--- src/core/ioc_defs.svh ---
/*
 * Register addresses, field positions, reset values and timing figures for
 * the internal oscillator control block.
 * Assumes it is included by bare name once per compilation unit.
 */
`ifndef IOC_DEFS_SVH
`define IOC_DEFS_SVH

// ----------------------------------------------------------------------
// Register addresses
// ----------------------------------------------------------------------
`define IOC_HF_ADDR 8'hB2
`define IOC_MUL_ADDR 8'hB9
`define IOC_LF_ADDR 8'h86

// ----------------------------------------------------------------------
// Field positions and reset values
// ----------------------------------------------------------------------
`define IOC_ON_BIT 7
`define IOC_OK_BIT 6
`define IOC_SUSP_BIT 5
`define IOC_HF_RESET 8'hC0
`define IOC_MUL_VALUE 8'hE0
`define IOC_LF_TRIM_RESET 4'h8

// ----------------------------------------------------------------------
// Timing
// ----------------------------------------------------------------------
`define IOC_CLK_MHZ 250
`define IOC_HF_SETTLE_NS 200
`define IOC_LF_NOM_KHZ 80
`define IOC_LF_TRIM_STEP 16
`define IOC_LF_SETTLE_EDGES 4

`endif

--- src/core/ioc_pkg.sv ---
/*
 * Types shared by the internal oscillator control modules.
 * Assumes nothing of its surroundings.
 */
package ioc_pkg;
	typedef logic [7:0] ioc_byte_t;
	typedef enum logic [1:0] {
		IOC_DIV8 = 2'h0,
		IOC_DIV4 = 2'h1,
		IOC_DIV2 = 2'h2,
		IOC_DIV1 = 2'h3
	} ioc_div_code_t;
endpackage : ioc_pkg

--- src/core/ioc_div_if.sv ---
/*
 * Carrier between the oscillator controller and a clock-enable divider.
 * Assumes both ends share one clock.
 */
`timescale 1ns/1ps
interface ioc_div_if;
	logic run;
	logic tick;
	logic [2:0] shift;
	logic pulse;
	modport ctl (output run, output tick, output shift, input pulse);
	modport div (input run, input tick, input shift, output pulse);
endinterface : ioc_div_if

--- src/core/ioc_top.sv ---
/*
 * Internal oscillator control: high-frequency control register, fixed
 * multiplier register, low-frequency oscillator control and timer capture.
 * Assumes a synchronous byte-wide register port on i_clk; i_vbus is a pin.
 */
// Operation
// - HF enable stops or runs oscillator, resets 1
// - HF ready reads 1 only when running
// - Suspend write halts oscillator; wake restarts it
// - Bits 4:2 read zero, writes ignored
// - System clock: fixed divide-by-4 then divider
// - HF divider codes 00..11 give /8../1
// - Multiplier register shows present, enabled, working
// - Multiplier enable, init, ready always read 1
// - Multiplier input select always reads 00
// - LF oscillator 80 kHz with /1,2,4,8
// - Four-bit trim adjusts LF frequency
// - Timer 2 falling, timer 3 rising capture
// - Capture copies timer count into reload
// - LF divider codes 00..11 give /8../1
// - LF ready clears only on reset, divider change
// - Suspended clock waits for USB or VBUS edge
`timescale 1ns/1ps
`include "ioc_defs.svh"
module ioc_top
	import ioc_pkg::*;
#(
	parameter int LF_HALF_CYC = (`IOC_CLK_MHZ * 1000) / (2 * `IOC_LF_NOM_KHZ)
)
(
	// Clock and reset.
	input wire logic i_clk,
	input wire logic i_rstn,
	// Register port.
	input wire logic [7:0] i_sfr_addr,
	input wire logic i_sfr_wr,
	input wire logic i_sfr_rd,
	input wire logic [7:0] i_sfr_wdata,
	output logic [7:0] o_sfr_rdata,
	// Wake sources.
	input wire logic i_usb_wake,
	input wire logic i_vbus,
	// Timer capture hookup.
	input wire logic i_t2_lf_capture,
	input wire logic i_t3_lf_capture,
	input wire logic [15:0] i_t2_count,
	input wire logic [15:0] i_t3_count,
	output logic [15:0] o_t2_reload,
	output logic [15:0] o_t3_reload,
	output logic o_t2_capture,
	output logic o_t3_capture,
	// Clocks and status.
	output logic o_sys_clk_en,
	output logic o_hf_running,
	output logic o_suspended,
	output logic o_lf_clk
);
	localparam int HF_SETTLE_CYC = (`IOC_HF_SETTLE_NS * `IOC_CLK_MHZ + 999) / 1000;
	localparam int LF_HALF_MIN = LF_HALF_CYC - 8 * `IOC_LF_TRIM_STEP;

	logic hf_on_reg;
	logic hf_ok_reg;
	ioc_div_code_t hf_div_reg;
	logic [7:0] hf_settle_reg;
	logic lf_on_reg;
	logic lf_ok_reg;
	logic [3:0] lf_trim_reg;
	ioc_div_code_t lf_div_reg;
	logic [12:0] lf_cnt_reg;
	logic [3:0] lf_settle_reg;
	logic vbus_s1_reg, vbus_s2_reg, vbus_s3_reg;
	logic hf_wr, lf_wr, lf_div_change, wake, lf_tick;
	logic [12:0] lf_half;

	ioc_div_if hf_bus ();
	ioc_div_if lf_bus ();

	assign hf_wr = i_sfr_wr && (i_sfr_addr == `IOC_HF_ADDR);
	assign lf_wr = i_sfr_wr && (i_sfr_addr == `IOC_LF_ADDR);
	assign lf_div_change = lf_wr && (i_sfr_wdata[1:0] != lf_div_reg);

	// ----------------------------------------------------------------------
	// Register port
	// ----------------------------------------------------------------------
	always_ff @(posedge i_clk or negedge i_rstn) begin
		if (!i_rstn) begin
			hf_on_reg <= 1'(`IOC_HF_RESET >> `IOC_ON_BIT);
			hf_div_reg <= IOC_DIV8;
		end else if (hf_wr) begin
			hf_on_reg <= i_sfr_wdata[`IOC_ON_BIT];
			hf_div_reg <= ioc_div_code_t'(i_sfr_wdata[1:0]);
		end
	end

	always_ff @(posedge i_clk or negedge i_rstn) begin
		if (!i_rstn) begin
			lf_on_reg <= 1'b0;
			lf_trim_reg <= `IOC_LF_TRIM_RESET;
			lf_div_reg <= IOC_DIV8;
		end else if (lf_wr) begin
			lf_on_reg <= i_sfr_wdata[`IOC_ON_BIT];
			lf_trim_reg <= i_sfr_wdata[5:2];
			lf_div_reg <= ioc_div_code_t'(i_sfr_wdata[1:0]);
		end
	end

	// Reads are registered; unmapped addresses read zero.
	always_ff @(posedge i_clk or negedge i_rstn) begin
		if (!i_rstn) begin
			o_sfr_rdata <= 8'h00;
		end else if (i_sfr_rd) begin
			case (i_sfr_addr)
				`IOC_HF_ADDR: o_sfr_rdata <= {hf_on_reg, hf_ok_reg, o_suspended, 3'h0, hf_div_reg};
				`IOC_MUL_ADDR: o_sfr_rdata <= `IOC_MUL_VALUE;
				`IOC_LF_ADDR: o_sfr_rdata <= {lf_on_reg, lf_ok_reg, lf_trim_reg, lf_div_reg};
				default: o_sfr_rdata <= 8'h00;
			endcase
		end
	end

	// ----------------------------------------------------------------------
	// Suspend and wake
	// ----------------------------------------------------------------------
	always_ff @(posedge i_clk or negedge i_rstn) begin
		if (!i_rstn) begin
			vbus_s1_reg <= 1'b0;
			vbus_s2_reg <= 1'b0;
			vbus_s3_reg <= 1'b0;
		end else begin
			vbus_s1_reg <= i_vbus;
			vbus_s2_reg <= vbus_s1_reg;
			vbus_s3_reg <= vbus_s2_reg;
		end
	end

	assign wake = i_usb_wake || (vbus_s2_reg != vbus_s3_reg);

	// A wake in the same cycle as the suspend write wins, so no wake is lost.
	always_ff @(posedge i_clk or negedge i_rstn) begin
		if (!i_rstn) begin
			o_suspended <= 1'b0;
		end else if (wake) begin
			o_suspended <= 1'b0;
		end else if (hf_wr && i_sfr_wdata[`IOC_SUSP_BIT]) begin
			o_suspended <= 1'b1;
		end
	end

	// ----------------------------------------------------------------------
	// High-frequency side
	// ----------------------------------------------------------------------
	always_ff @(posedge i_clk or negedge i_rstn) begin
		if (!i_rstn) begin
			o_hf_running <= 1'b1;
		end else begin
			o_hf_running <= hf_on_reg && !o_suspended;
		end
	end

	always_ff @(posedge i_clk or negedge i_rstn) begin
		if (!i_rstn) begin
			hf_settle_reg <= 8'(HF_SETTLE_CYC);
			hf_ok_reg <= 1'b1;
		end else if (!o_hf_running) begin
			hf_settle_reg <= 8'h00;
			hf_ok_reg <= 1'b0;
		end else if (hf_settle_reg != 8'(HF_SETTLE_CYC)) begin
			hf_settle_reg <= hf_settle_reg + 8'h01;
			hf_ok_reg <= 1'b0;
		end else begin
			hf_ok_reg <= 1'b1;
		end
	end

	// Total ratio is 4 times 8, 4, 2 or 1 clock cycles.
	assign hf_bus.run = o_hf_running;
	assign hf_bus.tick = 1'b1;
	assign hf_bus.shift = 3'h5 - {1'b0, hf_div_reg};

	ioc_div u_hf_div (
		.i_clk(i_clk),
		.i_rstn(i_rstn),
		.bus(hf_bus.div)
	);

	always_ff @(posedge i_clk or negedge i_rstn) begin
		if (!i_rstn) begin
			o_sys_clk_en <= 1'b0;
		end else begin
			o_sys_clk_en <= hf_bus.pulse;
		end
	end

	// ----------------------------------------------------------------------
	// Low-frequency side
	// ----------------------------------------------------------------------
	// Trim 0 gives the shortest half period, 15 the longest.
	assign lf_half = 13'(LF_HALF_MIN) + 13'(lf_trim_reg * `IOC_LF_TRIM_STEP);
	assign lf_tick = lf_on_reg && (lf_cnt_reg == lf_half - 13'h0001);

	always_ff @(posedge i_clk or negedge i_rstn) begin
		if (!i_rstn) begin
			lf_cnt_reg <= 13'h0000;
		end else if (!lf_on_reg || lf_tick) begin
			lf_cnt_reg <= 13'h0000;
		end else begin
			lf_cnt_reg <= lf_cnt_reg + 13'h0001;
		end
	end

	assign lf_bus.run = lf_on_reg;
	assign lf_bus.tick = lf_tick;
	assign lf_bus.shift = 3'h3 - {1'b0, lf_div_reg};

	ioc_div u_lf_div (
		.i_clk(i_clk),
		.i_rstn(i_rstn),
		.bus(lf_bus.div)
	);

	always_ff @(posedge i_clk or negedge i_rstn) begin
		if (!i_rstn) begin
			o_lf_clk <= 1'b0;
		end else if (lf_bus.pulse) begin
			o_lf_clk <= !o_lf_clk;
		end
	end

	// Disabling the oscillator leaves the ready flag alone; only a divider change clears it.
	always_ff @(posedge i_clk or negedge i_rstn) begin
		if (!i_rstn) begin
			lf_settle_reg <= 4'h0;
			lf_ok_reg <= 1'b0;
		// The flag is set only while still settling, so later pulses never mask a divider change.
		end else if (lf_bus.pulse && !lf_ok_reg &&
				lf_settle_reg == 4'(`IOC_LF_SETTLE_EDGES - 1)) begin
			lf_settle_reg <= lf_settle_reg;
			lf_ok_reg <= 1'b1;
		end else if (lf_div_change) begin
			lf_settle_reg <= 4'h0;
			lf_ok_reg <= 1'b0;
		end else if (lf_bus.pulse && !lf_ok_reg) begin
			lf_settle_reg <= lf_settle_reg + 4'h1;
		end
	end

	// ----------------------------------------------------------------------
	// Timer capture
	// ----------------------------------------------------------------------
	always_ff @(posedge i_clk or negedge i_rstn) begin
		if (!i_rstn) begin
			o_t2_capture <= 1'b0;
			o_t2_reload <= 16'h0000;
		end else begin
			o_t2_capture <= lf_bus.pulse && o_lf_clk && i_t2_lf_capture;
			if (lf_bus.pulse && o_lf_clk && i_t2_lf_capture) begin
				o_t2_reload <= i_t2_count;
			end
		end
	end

	always_ff @(posedge i_clk or negedge i_rstn) begin
		if (!i_rstn) begin
			o_t3_capture <= 1'b0;
			o_t3_reload <= 16'h0000;
		end else begin
			o_t3_capture <= lf_bus.pulse && !o_lf_clk && i_t3_lf_capture;
			if (lf_bus.pulse && !o_lf_clk && i_t3_lf_capture) begin
				o_t3_reload <= i_t3_count;
			end
		end
	end

	// ----------------------------------------------------------------------
	// Assertions
	// ----------------------------------------------------------------------
	a_hf_stop_clock: assert property (@(posedge i_clk) disable iff (!i_rstn)
		!o_hf_running |=> ##1 !o_sys_clk_en) else $error("system clock ran while stopped");
	a_hf_ready_off: assert property (@(posedge i_clk) disable iff (!i_rstn)
		!o_hf_running |=> !hf_ok_reg) else $error("HF ready while stopped");
	a_susp_wake: assert property (@(posedge i_clk) disable iff (!i_rstn)
		o_suspended && i_usb_wake |=> !o_suspended ##1 o_hf_running == $past(hf_on_reg))
		else $error("wake did not end suspend");
	a_hf_unused_zero: assert property (@(posedge i_clk) disable iff (!i_rstn)
		i_sfr_rd && i_sfr_addr == `IOC_HF_ADDR |=> o_sfr_rdata[4:2] == 3'h0)
		else $error("unused HF bits not zero");
	a_sys_min_gap: assert property (@(posedge i_clk) disable iff (!i_rstn)
		o_sys_clk_en |=> !o_sys_clk_en [*3]) else $error("system clock faster than /4");
	a_mul_fixed: assert property (@(posedge i_clk) disable iff (!i_rstn)
		i_sfr_rd && i_sfr_addr == `IOC_MUL_ADDR |=> o_sfr_rdata == `IOC_MUL_VALUE)
		else $error("multiplier register not fixed");
	a_lf_ready_hold: assert property (@(posedge i_clk) disable iff (!i_rstn)
		lf_ok_reg && !lf_div_change |=> lf_ok_reg) else $error("LF ready dropped");
	a_t2_fall_edge: assert property (@(posedge i_clk) disable iff (!i_rstn)
		o_t2_capture |-> $past(o_lf_clk) && !o_lf_clk) else $error("T2 not on falling edge");
	a_t3_copy_count: assert property (@(posedge i_clk) disable iff (!i_rstn)
		o_t3_capture |-> o_t3_reload == $past(i_t3_count) && o_lf_clk)
		else $error("T3 reload mismatch");
endmodule : ioc_top

--- src/core/ioc_div.sv ---
/*
 * Clock-enable divider: one pulse per 2**shift input ticks.
 * Assumes tick and shift come from logic on the same clock.
 */
`timescale 1ns/1ps
module ioc_div
	import ioc_pkg::*;
(
	// Clock and reset.
	input wire logic i_clk,
	input wire logic i_rstn,
	// Control side.
	ioc_div_if.div bus
);
	logic [7:0] cnt_reg;
	logic [2:0] cur_reg;
	logic pulse_reg;
	logic wrap;

	assign wrap = (cnt_reg == 8'((9'h001 << cur_reg) - 9'h001));
	assign bus.pulse = pulse_reg;

	// ----------------------------------------------------------------------
	// Counting
	// ----------------------------------------------------------------------
	// A new ratio is taken only at a period boundary, so no runt pulse appears.
	always_ff @(posedge i_clk or negedge i_rstn) begin
		if (!i_rstn) begin
			cnt_reg <= 8'h00;
			cur_reg <= 3'h0;
			pulse_reg <= 1'b0;
		end else if (!bus.run) begin
			cnt_reg <= 8'h00;
			cur_reg <= bus.shift;
			pulse_reg <= 1'b0;
		end else if (bus.tick) begin
			pulse_reg <= wrap;
			if (wrap) begin
				cnt_reg <= 8'h00;
				cur_reg <= bus.shift;
			end else begin
				cnt_reg <= cnt_reg + 8'h01;
			end
		end else begin
			pulse_reg <= 1'b0;
		end
	end
endmodule : ioc_div

--- config.mk ---
export PLATFORM = sky130hd
export DESIGN_NAME = ioc_top
export DESIGN_NICKNAME = d
export VERILOG_FILES = /design/src/core/ioc_pkg.sv /design/src/core/ioc_div_if.sv /design/src/core/ioc_top.sv /design/src/core/ioc_div.sv
export VERILOG_INCLUDE_DIRS = /design/src /design/src/core
export SDC_FILE = /design/constraint.sdc
export NUM_CORES = 1
export LEC_CHECK = 0
export ABC_AREA = 0
export BUFFER_PORTS_ARGS = -buffer_cell sky130_fd_sc_hd__buf_2
export CAP_MARGIN = 20
export CORE_MARGIN = 1
export CORE_UTILIZATION = 52
export CTS_BUF_LIST = sky130_fd_sc_hd__clkbuf_8
export DETAILED_ROUTE_END_ITERATION = 10
export PLACE_DENSITY = 0.75
export SLEW_MARGIN = 15
export SYNTH_ARGS = -nofsm -noshare
export SYNTH_HDL_FRONTEND = slang
export SYNTH_HIERARCHICAL = 1
export SYNTH_SLANG_ARGS = --single-unit
--- constraint.sdc ---
create_clock -name i_clk -period 3.62 [get_ports i_clk]
set_input_delay 0.362 -clock i_clk [delete_from_list [all_inputs] [get_ports i_clk]]
set_output_delay 0.362 -clock i_clk [all_outputs]
set_load 0.005 [all_outputs]
==> out/results.md, run 1 <==
• **die width** 103.8 um
• **WL met3** 438 um
• **highest routing layer actually used** met4
• **area growth from synthesis to layout** 15.96%
• **number of max-slew violations in the final report** 0
• **type of the tightest min-delay check** input port to flip-flop
• **pin count of the biggest net entering global routing** 41
• **floorplan core area** 9910 um2
• **most frequent standard cell in the layout excluding fill and tap cells** sky130_fd_sc_hd__dfrtp_1
• **Period minus WS final** 2971 ps
• **slew at the pin with the worst max-slew slack** 855.4 ps
• **Critical Path RT** 3920 ps
• **# DRC** 0
• **worst setup slack for register-to-register paths** 650 ps
• **n_diodes** 0
• **share of post-route cells with drive strength above 1** 0.2965
• **Syn Inst Count** 494
• **detailed-placement wirelength estimate** 8.171 mm
• **first-pass detailed-route iteration total** 4
• **global-route wire length before repair** 18.93 mm
• **Reg area** 2761 um2
• **vias after detailed routing** 3981
• **startpoint type of the worst setup path** flip-flop
• **leak pwr** 2.989 nW
• **Worst VDD drop** 0.1795 mV
• **Max-cap violations** 0
• **synthesized area divided by synthesized cell count** 10.92 um2
• **number of nets in the finished design** 666
• **cell area power density** 347.6 nW/um2
• **global-route total usage across every layer** 0.2177
• **ANT nets after route** 0
• **status** finished, final reports clean
• **number of resized instances in the post-cts repair step** 0
• **count of endpoints failing hold in the final timing report** 0
• **filler cell count** 837
• **flip-flop and latch count after synthesis** 110
• **H-Tree Level Count** 3
• **multi-input logic area** 2474 um2
• **kind of critical path** flip-flop to flip-flop
• **met2 WL post-DR** 5.554 mm
• **Max Fclk** 336.6 MHz
• **post-layout total power** 2.174 mW
• **detail-routed net length per standard cell** 15.13 um
• **most area-consuming cells after synthesis** sky130_fd_sc_hd__dfrtp_1 (48%), sky130_fd_sc_hd__mux2_2 (5.6%), sky130_fd_sc_hd__nand2_1 (5.4%), sky130_fd_sc_hd__dfstp_2 (3.4%), sky130_fd_sc_hd__xnor2_1 (3.2%)
• **sequential element share of the synthesized area** 0.5121
• **fraction of synthesis flops using an asynchronous set or reset pin** 1.000
• **crit path DAT** 3270 ps
• **final weighted congestion in routability-driven placement** 0.8352
• **I/O Pins** 102
• **initial antenna violation count** 0
• **setup repair after global routing missed its margin** no
• **die footprint** 10780 um2
• **height of the chip** 103.8 um
• **clock-pin slew of the registers on the worst-case setup and hold paths** 100 ps
• **aggregate routed wire length** 11.20 mm
• **Mapped Area** 5393 um2
• **biggest area consumer among synthesized cells** sky130_fd_sc_hd__dfrtp_1
• **setup-violating endpoint count in the final report** 0
• **initial drt markers** 172
• **maximum number of buffers from clock root to sink** 2
• **clock tree from TritonCTS** done
• **total negative slack** 0 ps
• **setup fix buffers added after clock tree synthesis** 0
• **clock root cell** sky130_fd_sc_hd__clkbuf_8
• **clock latency on the worst-skew pair** 370 ps
• **vias in the first global route** 3897
• **Slew HR** 0.4285
• **clock tree skew after final layout** 10.69 ps
• **number of distinct library cells after synthesis** 59
• **clock buffer count from CTS** 9
• **met1 routed wirelength after detailed routing** 4.985 mm
• **Port Buffer Count** 100
• **total of hold buffers inserted after clock tree synthesis** 1
• **Critical Path Fanout Max** 7
• **top library cells by usage in the layout, fill and taps aside** sky130_fd_sc_hd__dfrtp_1 (103), sky130_fd_sc_hd__buf_2 (99), sky130_fd_sc_hd__nand2_1 (78)
• **number of enable-type register cells in the synthesized netlist** 0
• **leftover overflow at the end of global routing** 0
• **Num Clock Sinks** 110
• **flip-flop cell with the highest count after synthesis** sky130_fd_sc_hd__dfrtp_1
• **number of placement rows** 36
• **period utilization** 0.8208
• **Syn. warnings** 6
• **Initial Util** 0.5442
• **nature of the critical path endpoint** flip-flop
• **portion of synthesized cell area occupied by the leading cell type** 0.4780
• **vias per std cell** 5.380
metal layers:
metal	vias up	GRT usage
met4	0	0.07449
met5	-	0
li1	1936	-
met3	19	0.04783
met1	1940	0.2859
met2	86	0.3571
kinds of logic (layout without fill, tap and decap cells):
family	after synthesis	count (layout)	share of synthesized area
AO/OA/AOI/OAI	74	74	0.1183
XOR/XNOR	39	39	0.06334
adder cells (fa/ha/maj)	8	8	0.01856
buffers and inverters	40	147	0.03341
flip-flops	110	110	0.5121
multiplexers	33	33	0.07309
other	2	8	0.001393
AND/OR/NAND/NOR	188	188	0.1798
report_power, final:
part	switching (mW)	total (mW)	internal (mW)
Clock	0.432	0.780	0.348
Sequential	0.0250	1.27	1.24
Combinational	0.0668	0.124	0.0574
cell type report:
cell class | count | area share
Sequential cell | 110 | 0.4416
Multi-Input combinational cell | 350 | 0.3956
Timing Repair Buffer | 106 | 0.08804
Tap cell | 133 | 0.02661
Clock buffer | 10 | 0.02201
Inverter | 25 | 0.01501
Clock inverter | 6 | 0.01120
critical path, cell delays in order (launching register included):
cell and delay [ps]:
sky130_fd_sc_hd__dfrtp_1 400, sky130_fd_sc_hd__inv_1 60, sky130_fd_sc_hd__ha_1 120, sky130_fd_sc_hd__or4b_1 440, sky130_fd_sc_hd__nor4_1 270, sky130_fd_sc_hd__o221a_2 230, sky130_fd_sc_hd__and2_1 260, sky130_fd_sc_hd__inv_1 170
sky130_fd_sc_hd__a2111oi_0 460, sky130_fd_sc_hd__buf_4 190, sky130_fd_sc_hd__nand3_1 80, sky130_fd_sc_hd__xor2_1 150, sky130_fd_sc_hd__nor2_1 80
per-stage QoR:
stage               setup WS [ps]  instances    util  cell area, um2  hold WS (ps)
detailed placement          647.4        723  0.6091            6036         335.8
finish                      648.8        740  0.6311            6254         93.69
global placement            700.0        723  0.6091            6036         332.0
floorplan                   767.1        500       -            5415         66.41
global route                472.9        740  0.6311            6254         67.39
CTS                         634.5        740  0.6311            6254         78.14
worst paths after layout:
kind	to	start	cells past startpoint
setup / recovery	u_lf_div/cnt_reg[7]$_DFFE_PN0P_	lf_cnt_reg[1]$_DFF_PN0_	12
hold / removal	vbus_s1_reg$_DFF_PN0_	i_vbus	1
setup reg to reg	u_lf_div/cnt_reg[7]$_DFFE_PN0P_	lf_cnt_reg[1]$_DFF_PN0_	12
hold reg to reg	o_sys_clk_en$_DFF_PN0_	u_hf_div/bus.pulse$_DFF_PN0_	0
max in group asynchronous	hf_settle_reg[1]$_DFFE_PN1N_	i_rstn	3
min in group asynchronous	lf_cnt_reg[12]$_DFF_PN0_	i_rstn	2
cell usage after synthesis, types with 7 or more instances:
cell                        n
sky130_fd_sc_hd__mux2_2    27
sky130_fd_sc_hd__nor2_1    28
sky130_fd_sc_hd__nand3_1   12
sky130_fd_sc_hd__nand2_1   78
sky130_fd_sc_hd__nor3b_1   12
sky130_fd_sc_hd__dfstp_2    7
sky130_fd_sc_hd__xnor2_1   20
sky130_fd_sc_hd__a21oi_1   18
sky130_fd_sc_hd__o21ai_0    9
sky130_fd_sc_hd__dfrtp_1  103
sky130_fd_sc_hd__xor2_1    19
sky130_fd_sc_hd__nand4_1    7
sky130_fd_sc_hd__ha_1       8
sky130_fd_sc_hd__inv_1     23
Note: power is estimated with default switching activity, not from simulation.
==> run 2: changes to the inputs <==
PLACE_DENSITY = 0.78   (was 0.75)
clock period = 2.65 ns   (was 3.62 ns; I/O delays follow)
==> run 2 against run 1 <==
The flow now finishes with violations (negative setup slack). Non-clock buffer count grew 13. Critical endpoint is now u_lf_div/cur_reg[2]$_DFFE_PN0P_. Clock power up 40%. Cell count up 1.8%. Register-to-register slack worse by 650 ps. Power is 38% higher. Sequential power rose by 36%.
==> out/results.md, run 2 (same netlist as run 1, synthesis figures left out) <==
• **nature of the critical path endpoint** flip-flop, unchanged
• **vias after detailed routing** 4123, was 3981
• **total negative slack** -2.465 ps, was 0 ps
• **crit path DAT** 2920 ps, was 3270 ps
• **Port Buffer Count** 100, unchanged
• **detailed-placement wirelength estimate** 8.034 mm, was 8.171 mm
• **cell area power density** 466.7 nW/um2, was 347.6 nW/um2
• **setup-violating endpoint count in the final report** 3, was 0
• **Max Fclk** 377.2 MHz, was 336.6 MHz
• **I/O Pins** 102, unchanged
• **initial antenna violation count** 0, unchanged
• **ANT nets after route** 0, unchanged
• **fraction of the core area covered by cells at the end of the flow** 0.6495, was 0.6311
• **clock buffer count from CTS** 9, unchanged
• **slew at the pin with the worst max-slew slack** 835.4 ps, was 855.4 ps
• **n_diodes** 0, unchanged
• **launching element of the worst setup path** lf_cnt_reg[1]$_DFF_PN0_, unchanged
• **vias per std cell** 5.475, was 5.380
• **min-delay src** i_t3_count[15], was i_vbus
• **area after detailed placement** 6102 um2, was 6036 um2
• **final weighted congestion in routability-driven placement** 0.8346, was 0.8352
• **clock tree skew after final layout** 18.02 ps, was 10.69 ps
• **clock tree from TritonCTS** done, unchanged
• **count of placed standard cells including taps** 729, was 723
• **most frequent standard cell in the layout excluding fill and tap cells** sky130_fd_sc_hd__dfrtp_1, unchanged
• **clock-pin slew of the registers on the worst-case setup and hold paths** 110 ps, was 100 ps
• **detail-routed net length per standard cell** 14.89 um, was 15.13 um
• **r2r startpoint** lf_cnt_reg[1]$_DFF_PN0_, unchanged
• **finished layout cell area** 6436 um2, was 6254 um2
• **Final Hold Slack** 58.79 ps, was 93.69 ps
• **post-route non-filler standard cell count** 753, was 740
• **initial drt markers** 203, was 172
• **Period minus WS final** 2651 ps, was 2971 ps
• **kind of critical path** flip-flop to flip-flop, unchanged
• **Worst VDD drop** 0.5011 mV, was 0.1795 mV
• **final setup slack of the worst path** -1.264 ps, was 648.8 ps
• **aggregate routed wire length** 11.21 mm, was 11.20 mm
• **vias in the first global route** 4163, was 3897
• **Slew HR** 0.4286, was 0.4285
• **Num Clock Sinks** 110, unchanged
• **number of placement rows** 36, unchanged
• **number of nets in the finished design** 679, was 666
• **Initial Util** 0.5442, unchanged
• **die width** 103.8 um, unchanged
• **leftover overflow at the end of global routing** 0, unchanged
• **minimum setup slack after placement** -61.08 ps, was 647.4 ps
• **status** finished with violations, was finished, final reports clean
• **share of post-route cells with drive strength above 1** 0.3210, was 0.2965
• **# DRC** 0, unchanged
• **Max-cap violations** 0, unchanged
• **die footprint** 10780 um2, unchanged
• **period utilization** 1.000, was 0.8208
• **clock latency on the worst-skew pair** 390 ps, was 370 ps
• **startpoint type of the worst setup path** flip-flop, unchanged
• **area growth from synthesis to layout** 19.35%, was 15.96%
• **leak pwr** 3.062 nW, was 2.989 nW
• **first-pass detailed-route iteration total** 5, was 4
• **top library cells by usage in the layout, fill and taps aside** sky130_fd_sc_hd__dfrtp_1 (103), sky130_fd_sc_hd__buf_2 (99), sky130_fd_sc_hd__nand2_1 (78), unchanged
• **violated checks** negative setup slack
• **clock root cell** sky130_fd_sc_hd__clkbuf_8, unchanged
• **Min-Delay Path Depth** 3, was 1
• **Critical Path Fanout Max** 3, was 7
• **height of the chip** 103.8 um, unchanged
• **setup repair after global routing missed its margin** yes, was no
• **Worst R2R Path Depth** 10, was 12
• **pin count of the biggest net entering global routing** 70, was 41
• **count of endpoints failing hold in the final timing report** 0, unchanged
• **H-Tree Level Count** 3, unchanged
• **global-route total usage across every layer** 0.2200, was 0.2177
• **floorplan core area** 9910 um2, unchanged
• **type of the tightest min-delay check** input port to flip-flop, unchanged
• **number of max-slew violations in the final report** 0, unchanged
• **Critical Path RT** 2920 ps, was 3920 ps
• **global-route wire length before repair** 19.25 mm, was 18.93 mm
• **post-layout total power** 3.004 mW, was 2.174 mW
• **maximum number of buffers from clock root to sink** 2, unchanged
run 2: power by group:
group	leakage (nW)	internal [mW]	switching [mW]
logic	1.48	0.0878	0.101
clock network	0.111	0.468	0.618
registers	1.47	1.70	0.0295
total	3.06	2.26	0.748
run 2: worst paths after layout:
check,to,slack [ps]
max in group asynchronous,hf_settle_reg[5]$_DFFE_PN1N_,1490
worst max register to register,u_lf_div/cur_reg[2]$_DFFE_PN0P_,-1
min in group asynchronous,vbus_s3_reg$_DFF_PN0_,390
worst min-delay path,o_t3_reload[15]$_DFFE_PN0P_,60
worst max-delay path,u_lf_div/cur_reg[2]$_DFFE_PN0P_,-1
worst min register to register,o_sys_clk_en$_DFF_PN0_,360
run 2: area by class of cell:
class,instances,area (um2)
Sequential cell,110,2761
Fill cell,779,3473
Multi-Input combinational cell,350,2526
Clock buffer,9,123.9
Tap cell,133,166.4
Timing Repair Buffer,119,665.6
Clock inverter,7,95.09
Inverter,25,97.59
run 2: what timing repair did:
item / in CTS / in global routing
hold endpoints to repair: 40 / 0
pin swaps: 1 / 3
hold buffers: 3 / 0
cloned: 0 / 0
endpoints found under the setup margin: 5 / 8
setup buffers: 4 / 1
resized for setup: 4 / 4
run 2: routing by layer:
metal	routed length, um	GRT usage	vias up
met1	4845	0.2741	2015
met5	0	0	-
met3	393	0.04405	25
met4	269	0.1010	0
li1	-	-	1973
met2	5702	0.3690	110
run 2: critical path: stages, from the launching register on:
cell                         delay [ps]
sky130_fd_sc_hd__dfrtp_1            400
sky130_fd_sc_hd__inv_2               70
sky130_fd_sc_hd__ha_4               110
sky130_fd_sc_hd__or4b_4             470
sky130_fd_sc_hd__nor4_4             130
sky130_fd_sc_hd__o221a_2            220
sky130_fd_sc_hd__and2_4             150
sky130_fd_sc_hd__clkinvlp_4         130
sky130_fd_sc_hd__o41ai_4            340
sky130_fd_sc_hd__buf_4              210
sky130_fd_sc_hd__mux2_4             300
